`src/shared/lcs_pkg.sv`:
```
package lcs_pkg;

  // ----------------------------------------------------------------------
  // Clock and timing
  // ----------------------------------------------------------------------
  localparam int unsigned CLK_HZ = 200_000_000;
  localparam int unsigned RESET_MIN_MS = 5000;
  localparam int unsigned RESET_MAX_MS = 10000;
  localparam int unsigned FB_ON_MS = 350;
  localparam int unsigned FB_OFF_MS = 100;
  localparam int unsigned TEST_MS = 500;
  localparam int unsigned RANGE_MIN_MS = 2000;
  localparam int unsigned RANGE_MAX_MS = 5000;
  localparam int unsigned RESTART_MS = 500;
  localparam int unsigned RECOVERY_MS = 100;
  localparam int unsigned MS_CYCLES = CLK_HZ / 1000;

  // ----------------------------------------------------------------------
  // Register map (word addresses on byte offsets)
  // ----------------------------------------------------------------------
  localparam logic [7:0] ADDR_CTRL = 8'h00;
  localparam logic [7:0] ADDR_STATUS = 8'h04;
  localparam logic [7:0] ADDR_IRQ_STAT = 8'h08;
  localparam logic [7:0] ADDR_IRQ_EN = 8'h0C;
  localparam logic [7:0] ADDR_IRQ_CLR = 8'h10;
  localparam logic [31:0] CTRL_RESET = 32'h0000_0000;
  localparam int unsigned CTRL_FB_EN_BIT = 0;
  localparam int unsigned CTRL_MANUAL_BIT = 1;
  localparam int unsigned CTRL_CRIT_BIT = 2;
  localparam int unsigned CTRL_RANGE_OPT_BIT = 3;

  // Interrupt events
  localparam int unsigned IRQ_W = 5;
  localparam int unsigned EV_LOCK = 0;
  localparam int unsigned EV_UNLOCK = 1;
  localparam int unsigned EV_FB_FAULT = 2;
  localparam int unsigned EV_RANGE = 3;
  localparam int unsigned EV_TEST = 4;

  // Emission codes
  typedef enum logic [1:0] {
    LCS_CODE_NONE = 2'h0,
    LCS_CODE_ONE = 2'h1,
    LCS_CODE_TWO = 2'h2
  } lcs_code_t;

  // Level of the code input at startup
  typedef struct packed {
    logic to_common;
    logic to_supply;
  } lcs_code_pin_t;

  // Register bus request
  typedef struct packed {
    logic [7:0] addr;
    logic [31:0] wdata;
    logic wr;
    logic rd;
  } lcs_bus_t;

endpackage

```
`src/hw/lcs_control.sv`:
```
// Functional notes
// - Reset input held 5 s during non-critical lockout returns to normal.
// - Reset input held beyond 10 s re-enters failure lockout.
// - Reset input ignored in critical lockout; only power cycle clears it.
// - After reset, a still-present failure re-enters lockout.
// - Monitor compares feedback contact with safety outputs when enabled.
// - Feedback tested no sooner than 350 ms after outputs go on.
// - Feedback tested no sooner than 100 ms after outputs go off.
// - Code input sampled once at startup selects emission code.
// - Test input held 0.5 s disables emission.
// - Disabled emission breaks all beams; outputs then go off.
// - Test held 2 s to 5 s toggles emission range.
// - Selected range is kept in nonvolatile storage.
// - Automatic restart turns outputs on after object leaves and recovery.
// - Manual restart needs restart held 0.5 s and recovery time.
//
// The implementer's own choices: the address map and the strobed register port.
`timescale 1ns/1ps
`default_nettype none

module lcs_control
  import lcs_pkg::*;
#(
  // Clock cycles per millisecond tick
  parameter int unsigned TICK_CYCLES = MS_CYCLES
) (
  input wire logic clk_sys,
  input wire logic rst,
  input wire lcs_bus_t bus,
  output logic [31:0] rdata,
  input wire logic reset_in,
  input wire logic test_in,
  input wire logic restart_in,
  input wire lcs_code_pin_t code_pin,
  input wire logic beams_clear,
  input wire logic failure_present,
  input wire logic feedback_nc,
  input wire logic range_nv_in,
  output logic range_nv_out,
  output logic range_nv_wr,
  output logic safety_output_pair,
  output logic emission_en,
  output logic range_long,
  output lcs_code_t emission_code_one,
  output logic irq
);

  // ----------------------------------------------------------------------
  // Millisecond time base
  // ----------------------------------------------------------------------
  localparam int unsigned TICK_W = $clog2(TICK_CYCLES);
  logic [TICK_W-1:0] tick_reg;
  logic ms_tick;

  always_ff @(posedge clk_sys) begin
    if (rst || tick_reg == TICK_W'(TICK_CYCLES - 1)) begin
      tick_reg <= '0;
    end else begin
      tick_reg <= tick_reg + 1'b1;
    end
  end
  assign ms_tick = (tick_reg == TICK_W'(TICK_CYCLES - 1));

  // Saturating millisecond count while a level is held
  function automatic logic [13:0] hold_ms(input logic lvl,
                                          input logic [13:0] cnt,
                                          input logic tick);
    if (!lvl) begin
      hold_ms = '0;
    end else if (tick && cnt != 14'h3FFF) begin
      hold_ms = cnt + 1'b1;
    end else begin
      hold_ms = cnt;
    end
  endfunction

  // ----------------------------------------------------------------------
  // Registers
  // ----------------------------------------------------------------------
  logic [31:0] ctrl_reg;
  logic [IRQ_W-1:0] irq_stat_reg;
  logic [IRQ_W-1:0] irq_en_reg;
  logic [IRQ_W-1:0] ev;
  logic fb_en;
  logic manual_mode;
  logic crit;
  logic range_opt;
  assign fb_en = ctrl_reg[CTRL_FB_EN_BIT];
  assign manual_mode = ctrl_reg[CTRL_MANUAL_BIT];
  assign crit = ctrl_reg[CTRL_CRIT_BIT];
  assign range_opt = ctrl_reg[CTRL_RANGE_OPT_BIT];

  // Control register write
  always_ff @(posedge clk_sys) begin
    if (rst) begin
      ctrl_reg <= CTRL_RESET;
    end else if (bus.wr && bus.addr == ADDR_CTRL) begin
      ctrl_reg <= bus.wdata;
    end
  end

  // ----------------------------------------------------------------------
  // Lockout state machine
  // ----------------------------------------------------------------------
  typedef enum logic [1:0] {
    LCS_ST_BOOT,
    LCS_ST_RUN,
    LCS_ST_LOCK,
    LCS_ST_WAIT_REL
  } lcs_state_t;

  lcs_state_t state_reg;
  logic crit_lock_reg;
  logic [13:0] rst_hold_reg;
  logic fb_fault;

  always_ff @(posedge clk_sys) begin
    rst_hold_reg <= rst ? '0 : hold_ms(reset_in, rst_hold_reg, ms_tick);
  end

  always_ff @(posedge clk_sys) begin
    if (rst) begin
      state_reg <= LCS_ST_BOOT;
      crit_lock_reg <= 1'b0;
    end else begin
      case (state_reg)
        LCS_ST_BOOT: begin
          // Failure still present after power cycle locks again
          if (failure_present) begin
            state_reg <= LCS_ST_LOCK;
            crit_lock_reg <= crit;
          end else begin
            state_reg <= LCS_ST_RUN;
          end
        end
        LCS_ST_RUN: begin
          if (failure_present || fb_fault) begin
            state_reg <= LCS_ST_LOCK;
            crit_lock_reg <= crit && failure_present;
          end
        end
        LCS_ST_LOCK: begin
          // Only non-critical lockout listens to the reset input
          // A hold already past the upper limit must be released first
          if (!crit_lock_reg && rst_hold_reg >= 14'(RESET_MIN_MS)
              && rst_hold_reg <= 14'(RESET_MAX_MS)) begin
            state_reg <= LCS_ST_WAIT_REL;
          end
        end
        LCS_ST_WAIT_REL: begin
          if (rst_hold_reg > 14'(RESET_MAX_MS)) begin
            state_reg <= LCS_ST_LOCK;
          end else if (!reset_in) begin
            state_reg <= LCS_ST_BOOT;
          end
        end
        default: state_reg <= LCS_ST_BOOT;
      endcase
    end
  end

  // ----------------------------------------------------------------------
  // Test input: emission disable and range toggle
  // ----------------------------------------------------------------------
  logic [13:0] test_hold_reg;
  logic range_reg;
  logic range_loaded_reg;
  logic test_prev_reg;

  always_ff @(posedge clk_sys) begin
    test_hold_reg <= rst ? '0 : hold_ms(test_in, test_hold_reg, ms_tick);
    test_prev_reg <= rst ? 1'b0 : test_in;
  end

  // Range loaded from storage at startup, toggled on release in 2..5 s
  always_ff @(posedge clk_sys) begin
    if (rst) begin
      range_reg <= 1'b0;
      range_loaded_reg <= 1'b0;
      range_nv_wr <= 1'b0;
      range_nv_out <= 1'b0;
    end else begin
      range_nv_wr <= 1'b0;
      if (!range_loaded_reg) begin
        range_reg <= range_nv_in;
        range_loaded_reg <= 1'b1;
      end else if (range_opt && test_prev_reg && !test_in
                   && test_hold_reg > 14'(RANGE_MIN_MS)
                   && test_hold_reg < 14'(RANGE_MAX_MS)) begin
        range_reg <= !range_reg;
        range_nv_out <= !range_reg;
        range_nv_wr <= 1'b1;
      end
    end
  end

  // Emission enable drops after 0.5 s of
  always_ff @(posedge clk_sys) begin
    if (rst) begin
      emission_en <= 1'b0;
      range_long <= 1'b0;
    end else begin
      emission_en <= (state_reg == LCS_ST_RUN)
                     && test_hold_reg < 14'(TEST_MS);
      range_long <= range_reg;
    end
  end

  // Emission code caught once after reset release
  logic code_done_reg;
  always_ff @(posedge clk_sys) begin
    if (rst) begin
      code_done_reg <= 1'b0;
      emission_code_one <= LCS_CODE_NONE;
    end else if (!code_done_reg) begin
      code_done_reg <= 1'b1;
      if (code_pin.to_common) begin
        emission_code_one <= LCS_CODE_ONE;
      end else if (code_pin.to_supply) begin
        emission_code_one <= LCS_CODE_TWO;
      end else begin
        emission_code_one <= LCS_CODE_NONE;
      end
    end
  end

  // ----------------------------------------------------------------------
  // Restart and safety outputs
  // ----------------------------------------------------------------------
  logic [13:0] clear_ms_reg;
  logic [13:0] restart_hold_reg;
  logic restart_ok_reg;
  logic beams_ok;

  // Beams seen clear only while emission runs
  assign beams_ok = beams_clear && emission_en;

  always_ff @(posedge clk_sys) begin
    clear_ms_reg <= rst ? '0 : hold_ms(beams_ok, clear_ms_reg, ms_tick);
    restart_hold_reg <= rst ? '0
                        : hold_ms(restart_in, restart_hold_reg, ms_tick);
  end

  // Manual restart armed by a 0.5 s press with the area clear
  always_ff @(posedge clk_sys) begin
    if (rst || !beams_ok) begin
      restart_ok_reg <= 1'b0;
    end else if (restart_hold_reg >= 14'(RESTART_MS)) begin
      restart_ok_reg <= 1'b1;
    end
  end

  always_ff @(posedge clk_sys) begin
    if (rst) begin
      safety_output_pair <= 1'b0;
    end else if (state_reg != LCS_ST_RUN || !beams_ok || fb_fault) begin
      safety_output_pair <= 1'b0;
    end else if (clear_ms_reg >= 14'(RECOVERY_MS)
                 && (!manual_mode || restart_ok_reg)) begin
      safety_output_pair <= 1'b1;
    end
  end

  // ----------------------------------------------------------------------
  // Contactor feedback monitor
  // ----------------------------------------------------------------------
  logic out_prev_reg;
  logic [9:0] fb_ms_reg;
  logic fb_pending_reg;
  logic fb_fault_check;

  always_ff @(posedge clk_sys) begin
    if (rst) begin
      out_prev_reg <= 1'b0;
      fb_ms_reg <= '0;
      fb_pending_reg <= 1'b0;
    end else begin
      out_prev_reg <= safety_output_pair;
      // A new output change beats the end of the previous test
      if (fb_pending_reg && fb_fault_check) begin
        fb_pending_reg <= 1'b0;
      end
      if (out_prev_reg != safety_output_pair) begin
        fb_ms_reg <= '0;
        fb_pending_reg <= 1'b1;
      end else if (fb_pending_reg && ms_tick) begin
        fb_ms_reg <= fb_ms_reg + 1'b1;
      end
    end
  end

  // Test point: on needs 350 ms, off needs 100 ms
  assign fb_fault_check = fb_pending_reg
    && (out_prev_reg ? fb_ms_reg >= 10'(FB_ON_MS)
                     : fb_ms_reg >= 10'(FB_OFF_MS));
  // Closed contact expected with outputs off, open with outputs on
  assign fb_fault = fb_en && fb_fault_check
                    && (feedback_nc == out_prev_reg);

  // ----------------------------------------------------------------------
  // Interrupts and read data
  // ----------------------------------------------------------------------
  lcs_state_t state_prev_reg;
  always_ff @(posedge clk_sys) begin
    state_prev_reg <= rst ? LCS_ST_BOOT : state_reg;
  end

  always_comb begin
    ev = '0;
    ev[EV_LOCK] = state_reg == LCS_ST_LOCK && state_prev_reg != LCS_ST_LOCK;
    ev[EV_UNLOCK] = state_reg == LCS_ST_WAIT_REL
                    && state_prev_reg == LCS_ST_LOCK;
    ev[EV_FB_FAULT] = fb_fault;
    ev[EV_RANGE] = range_nv_wr;
    ev[EV_TEST] = test_hold_reg == 14'(TEST_MS) && ms_tick;
  end

  // Sticky status: a new event beats a simultaneous clear
  always_ff @(posedge clk_sys) begin
    if (rst) begin
      irq_stat_reg <= '0;
      irq_en_reg <= '0;
    end else begin
      if (bus.wr && bus.addr == ADDR_IRQ_CLR) begin
        irq_stat_reg <= (irq_stat_reg & ~bus.wdata[IRQ_W-1:0]) | ev;
      end else begin
        irq_stat_reg <= irq_stat_reg | ev;
      end
      if (bus.wr && bus.addr == ADDR_IRQ_EN) begin
        irq_en_reg <= bus.wdata[IRQ_W-1:0];
      end
    end
  end

  always_ff @(posedge clk_sys) begin
    irq <= rst ? 1'b0 : |(irq_stat_reg & irq_en_reg);
  end

  // Read data valid the cycle after the strobe, zero otherwise
  always_ff @(posedge clk_sys) begin
    if (rst || !bus.rd) begin
      rdata <= '0;
    end else begin
      case (bus.addr)
        ADDR_CTRL: rdata <= ctrl_reg;
        ADDR_STATUS: rdata <= {24'h000000, emission_code_one,
                               range_reg, crit_lock_reg,
                               safety_output_pair, emission_en,
                               state_reg};
        ADDR_IRQ_STAT: rdata <= {27'h0000000, irq_stat_reg};
        ADDR_IRQ_EN: rdata <= {27'h0000000, irq_en_reg};
        default: rdata <= '0;
      endcase
    end
  end

endmodule

`default_nettype wire

```
`config.mk`:
```
export PLATFORM = sky130hd
export DESIGN_NAME = lcs_control
export DESIGN_NICKNAME = d
export VERILOG_FILES = /design/src/shared/lcs_pkg.sv /design/src/hw/lcs_control.sv
export SDC_FILE = /design/constraint.sdc
export NUM_CORES = 1
export LEC_CHECK = 0
export BUFFER_PORTS_ARGS = -buffer_cell sky130_fd_sc_hd__buf_2
export CAP_MARGIN = 20
export CORE_MARGIN = 5
export CORE_UTILIZATION = 45
export DETAILED_ROUTE_END_ITERATION = 10
export PLACE_DENSITY = 0.74
export RECOVER_POWER = 50
export SYNTH_ARGS = -nofsm -noshare
export SYNTH_HDL_FRONTEND = slang
export SYNTH_SLANG_ARGS = --single-unit
```
`constraint.sdc`:
```
create_clock -name clk_sys -period 5.4 [get_ports clk_sys]
set_input_delay 0.81 -clock clk_sys [delete_from_list [all_inputs] [get_ports clk_sys]]
set_output_delay 0.81 -clock clk_sys [all_outputs]
set_load 0.01 [all_outputs]
```
======== Word level (Yosys, flattened, before mapping) ========
Index checks and enable logic that the tools add are counted.
storage, ports and cells
  register bits after elaboration ......... 177
  bits of input ports ..................... 53
  output and inout bits ................... 40
  word-level logic and storage cells ...... 148
cells by class
  $add $sub $neg .......................... 6
  $lt $le $gt $ge ......................... 10
  eq/ne operators ......................... 23
  multiplexer cells ....................... 20
  bitwise operators ....................... 10
  reductions and logical operators ........ 53
operators by type and width
  cell                                                                  count
  case mux 32 bit (4 select lines)                                      1
  adder 14 x 1 -> 14 bit (second input constant)                        4
  inequality test 14 bit (second input constant)                        4
  logical AND 1 bit                                                     25
  adder 18 x 1 -> 18 bit (second input constant)                        1
  equality test 18 bit (second input constant)                          1
  equality test 8 x 4 -> 1 bit (second input constant)                  2
  equality test 14 x 9 -> 1 bit (second input constant)                 1
  greater-or-equal comparator 14 x 13 -> 1 bit (second input constant)  1
  greater-or-equal comparator 14 x 7 -> 1 bit (second input constant)   1
  greater-or-equal comparator 14 x 9 -> 1 bit (second input constant)   1
  greater-than comparator 14 x 11 -> 1 bit (second input constant)      1
  greater-than comparator 14 bit (second input constant)                1
  less-or-equal comparator 14 bit (second input constant)               1
  less-than comparator 14 x 13 -> 1 bit (second input constant)         1
  less-than comparator 14 x 9 -> 1 bit (second input constant)          1
  two-way mux 2 bit                                                     7
  OR reduction 2 bit                                                    7
  adder 10 x 1 -> 10 bit (second input constant)                        1
  bitwise AND 5 bit                                                     2
  greater-or-equal comparator 10 x 7 -> 1 bit (second input constant)   1
  greater-or-equal comparator 10 x 9 -> 1 bit (second input constant)   1
  bitwise OR 5 bit                                                      2
  two-way mux 1 bit                                                     9
  other kinds (22)                                                      45

======== Longest topological paths before layout ========
  depth after elaboration ................. 8
  gate-level depth with buffers ........... 8
  gate-level depth less buffers ........... 7

======== Worst setup path after synthesis ========
OpenSTA, ideal clock, no wires.
  path kind ............................... input to register
  from .................................... input port bus[35] (netlist bit)
  to ...................................... register rdata[11]
  library setup time ...................... 0.059 ns
  data arrival time ....................... 2.237 ns
  required time ........................... 5.341 ns
  slack ................................... 3.104 ns
  cell stages on the path ................. 6
  buffers on the path ..................... 1
  cell sequence ........................... or4_4 > nor3_4 > nand3_1 > nor3_2 > clkbuf_2 > and2_1
between the ends
  longest elaborated chain between the ends .. 2
  elaborated cells on any way between the ends .. 5
  classes of those cells .................. eq/ne: 3; mux: 1; reduce/logical: 1
RTL lines
  element                                                     line                source
  start, declared                                             lcs_control.sv:29   input wire lcs_bus_t bus,
  equality test 8 x 4 -> 1 bit, or another cell as far along  lcs_control.sv:344  case (bus.addr)
  case mux 32 bit (4 select lines) *                          lcs_control.sv:344
  end signal, assigned                                        lcs_control.sv:345  ADDR_CTRL: rdata <= ctrl_reg;
  end signal, assigned                                        lcs_control.sv:346  ADDR_STATUS: rdata <= {24'h000000, emission_code_one,
  end signal, assigned                                        lcs_control.sv:350  ADDR_IRQ_STAT: rdata <= {27'h0000000, irq_stat_reg};
  end, declared                                               lcs_control.sv:30   output logic [31:0] rdata,
Mark *: on every way between the ends. The rest lies on a longest branch, timed or not.
A chain may end at the register's enable or synchronous reset.

==> results.ini <==
[worst_setup_path]
arrival_ns=3.26
crit_path_start_kind=input pin
crit_buf_inv=2
path_common_cell=clkbuf_1
cpMaxStageDelayCell=clkbuf_1
rrSetupSlack_ns=2.72
endpoint_kind=flop
cpPeakStageDelay_ns=1.81
crit_chain=clkbuf_1 > clkbuf_1 > nor2b_1 > o2111ai_1 > o41ai_1
regToRegStartpoint=tick_reg[8]
path_max_fanout=58
r2r.worst_path.cells=5
path_delay_family=buffers and inverters
cp.required_ns=5.63
worstSetupPathType=input pin to flop
r2r_end=restart_hold_reg[5]

[yosys]
synth_fa_ha_area_share_pct=1.80
yosys_most_used_dff=dfxtp_1
seq_area_frac_synth_pct=46.4
synth_seq_cells=177
syn_inst=869
syn_area_per_cell_um2=8.79
synthSimpleGateAreaFrac_pct=27.8
synth_compound_area_share_pct=13.0
yosys.area.top_type=dfxtp_1
synth_top_family_by_area=simple AND/OR/NAND/NOR gates
synth_top_area_share_pct=46.4
synthXorXnorAreaFrac_pct=3.90
synth_edf_count=0
synthArstFlopShare_pct=0
yosys.cell_types.count=64
synth_mux_area_share_pct=3.44
synth.net_count=933
synthTopCellsByArea=dfxtp_1 (46%), a21oi_1 (5.6%), nand2_1 (4.9%), nor2_1 (3.5%), and2_1 (3.1%)
syn_area_um2=7640
yosys_warnings=0

[clock_tree]
cts_tree=built
hold_buffers=0
clk_latency_ns=0.43
clk_path_buf_depth=2
cts.repair.resized=0
cts-root-buf=clkbuf_16
cts.sinks=177
clk_pin_slew_worst_paths_ns=0.07
cts_setup_buffers=0
htreeDepth=4
numCtsBuffers=17

[route]
wire_per_inst_um=14.4
drc_errors=0
drt_iter0_drc=419
drt-total-wl_mm=17.1
viasPerCell=5.55
ant_nets=0
vias=6563
drt_pass1_iterations=5

[sta]
setup_ws_ns=2.37
maxSlewHeadroom_pct=-69.1
worst_pin_slew_ns=2.54
setup_tns_ns=0
skew_ns=0.00940
post-route-min-period_ns=3.03
slew_violations=59
rsz0062_at_grt=no
finalSetupViolCount=0
max_freq_mhz=330
fin_crit_sh_pct=56.1
finalHoldViolations=0
whs_ns=0.449

[finish]
nFillCells=1528
final_common_cell=dfxtp_1
fin_util_pct=52.7
drive_gt1_share_pct=10.6
diodes=0
multi_input_area_um2=3780
layout.nets=1014
area_delta_synth_final_pct=14.8
seq_area_um2=3540
final_cell_mix=dfxtp_1 (177), nand2_1 (100), a21oi_1 (86)

[placed_design]
place_congestion=0.831
post-place-ws_ns=2.31
numPortBuffers=92
dpl.hpwl_mm=11.7

[floorplan]
io_pins=93
fp.coreArea_um2=16600
rows=47
fp.dieArea_um2=19700
die_x_um=140
floorplan.initialDensity_pct=45.9
die_h_um=140

[hold_path]
hp-class=flop to flop
hold_end=rdata[16]
holdPathStages=1
worstHoldStart=ctrl_reg[16]

[power]
p_leak_nw=3.01
vdd_drop_max_mv=0.232
p_per_area_nw_per_um2=301
p_total_w=0.00264

[global_route]
overflow=0
grt_pass1_wl_mm=28.1
grt_max_degree=59
antenna_found_initial=0
grt_pass1_vias=5984
grtUsageTotal_pct=17.0

[job]
drv_cap=1

[run_status]
status=complete, but fails checks
violations=capacitance limit, slew limit

[per-layer routing]
metal	global-route usage, %	up-vias	share of wire (%)
met2	27.3	173	46
met5	0	-	0
met3	4.36	29	6.1
met4	5.61	0	1.8
li1	-	3256	-
met1	22.5	3105	46
[worst max path at each step]
stage                  from      endpoint  slack (ns)  cells past startpoint
floorplan           bus[35]     rdata[11]        3.10                      6
global placement    bus[35]     rdata[14]        2.40                      6
detailed placement  bus[35]     rdata[11]        2.31                      6
CTS                 bus[35]     rdata[26]        2.76                      6
global route            rst  state_reg[0]        2.06                      5
finish                  rst  state_reg[0]        2.37                      5
[worst register-to-register path, stage by stage (launching register included)]
cell      delay, ns
dfxtp_1        0.42
nor4b_1        0.44
and2_1         0.76
o311ai_4       0.36
or4_1          0.48
a21oi_1        0.14
[cell usage after synthesis (3+ instances only)]
| library cell | number |
|---|---|
| or3_1 | 21 |
| clkbuf_2 | 3 |
| and3_1 | 17 |
| nor2b_1 | 10 |
| mux2i_1 | 15 |
| nor2_1 | 71 |
| dfxtp_1 | 177 |
| and2_1 | 38 |
| clkbuf_1 | 19 |
| buf_6 | 3 |
| mux4_2 | 5 |
| a21oi_1 | 86 |
| a31oi_1 | 3 |
| and4_1 | 10 |
| xor2_1 | 19 |
| inv_1 | 30 |
| ha_1 | 11 |
| or4_1 | 18 |
| o41ai_1 | 3 |
| nand3b_1 | 3 |
| nor4_1 | 8 |
| nor3_1 | 8 |
| o31ai_1 | 18 |
| buf_2 | 7 |
| nand2b_1 | 3 |
| nand3_1 | 37 |
| xnor2_1 | 15 |
| o21ai_0 | 33 |
| or2_2 | 3 |
| nand4_1 | 30 |
| nand2_1 | 100 |
[layout make-up]
cell class / count / area share (%)
multi-input combinational: 628 / 43.1
clock buffer: 17 / 4.85
clock inverter: 15 / 2.15
tap: 220 / 3.14
sequential: 177 / 40.4
inverter: 30 / 1.28
timing repair buffer: 96 / 5.01
[through the flow]
step | std cells | cell area (um^2)
floorplan | 869 | 7640
global placement | 1150 | 8230
detailed placement | 1150 | 8230
CTS | 1182 | 8850
global route | 1183 | 8770
finish | 1183 | 8770
[where the power goes]
| group | total (W) | switching (W) | internal (W) |
|---|---|---|---|
| combinational | 0.0000652 | 0.0000392 | 0.0000260 |
| sequential | 0.00132 | 0.00000745 | 0.00131 |
| clock | 0.00126 | 0.000586 | 0.000669 |
[kinds of logic after synthesis]
| logic type | after synthesis |
|---|---|
| simple gates | 396 |
| flops | 177 |
| compound gates | 167 |
| buf+inv | 64 |
| xor+xnor | 34 |
| mux | 20 |
| fa+ha+maj | 11 |
Power figures use the tool's default switching activity.
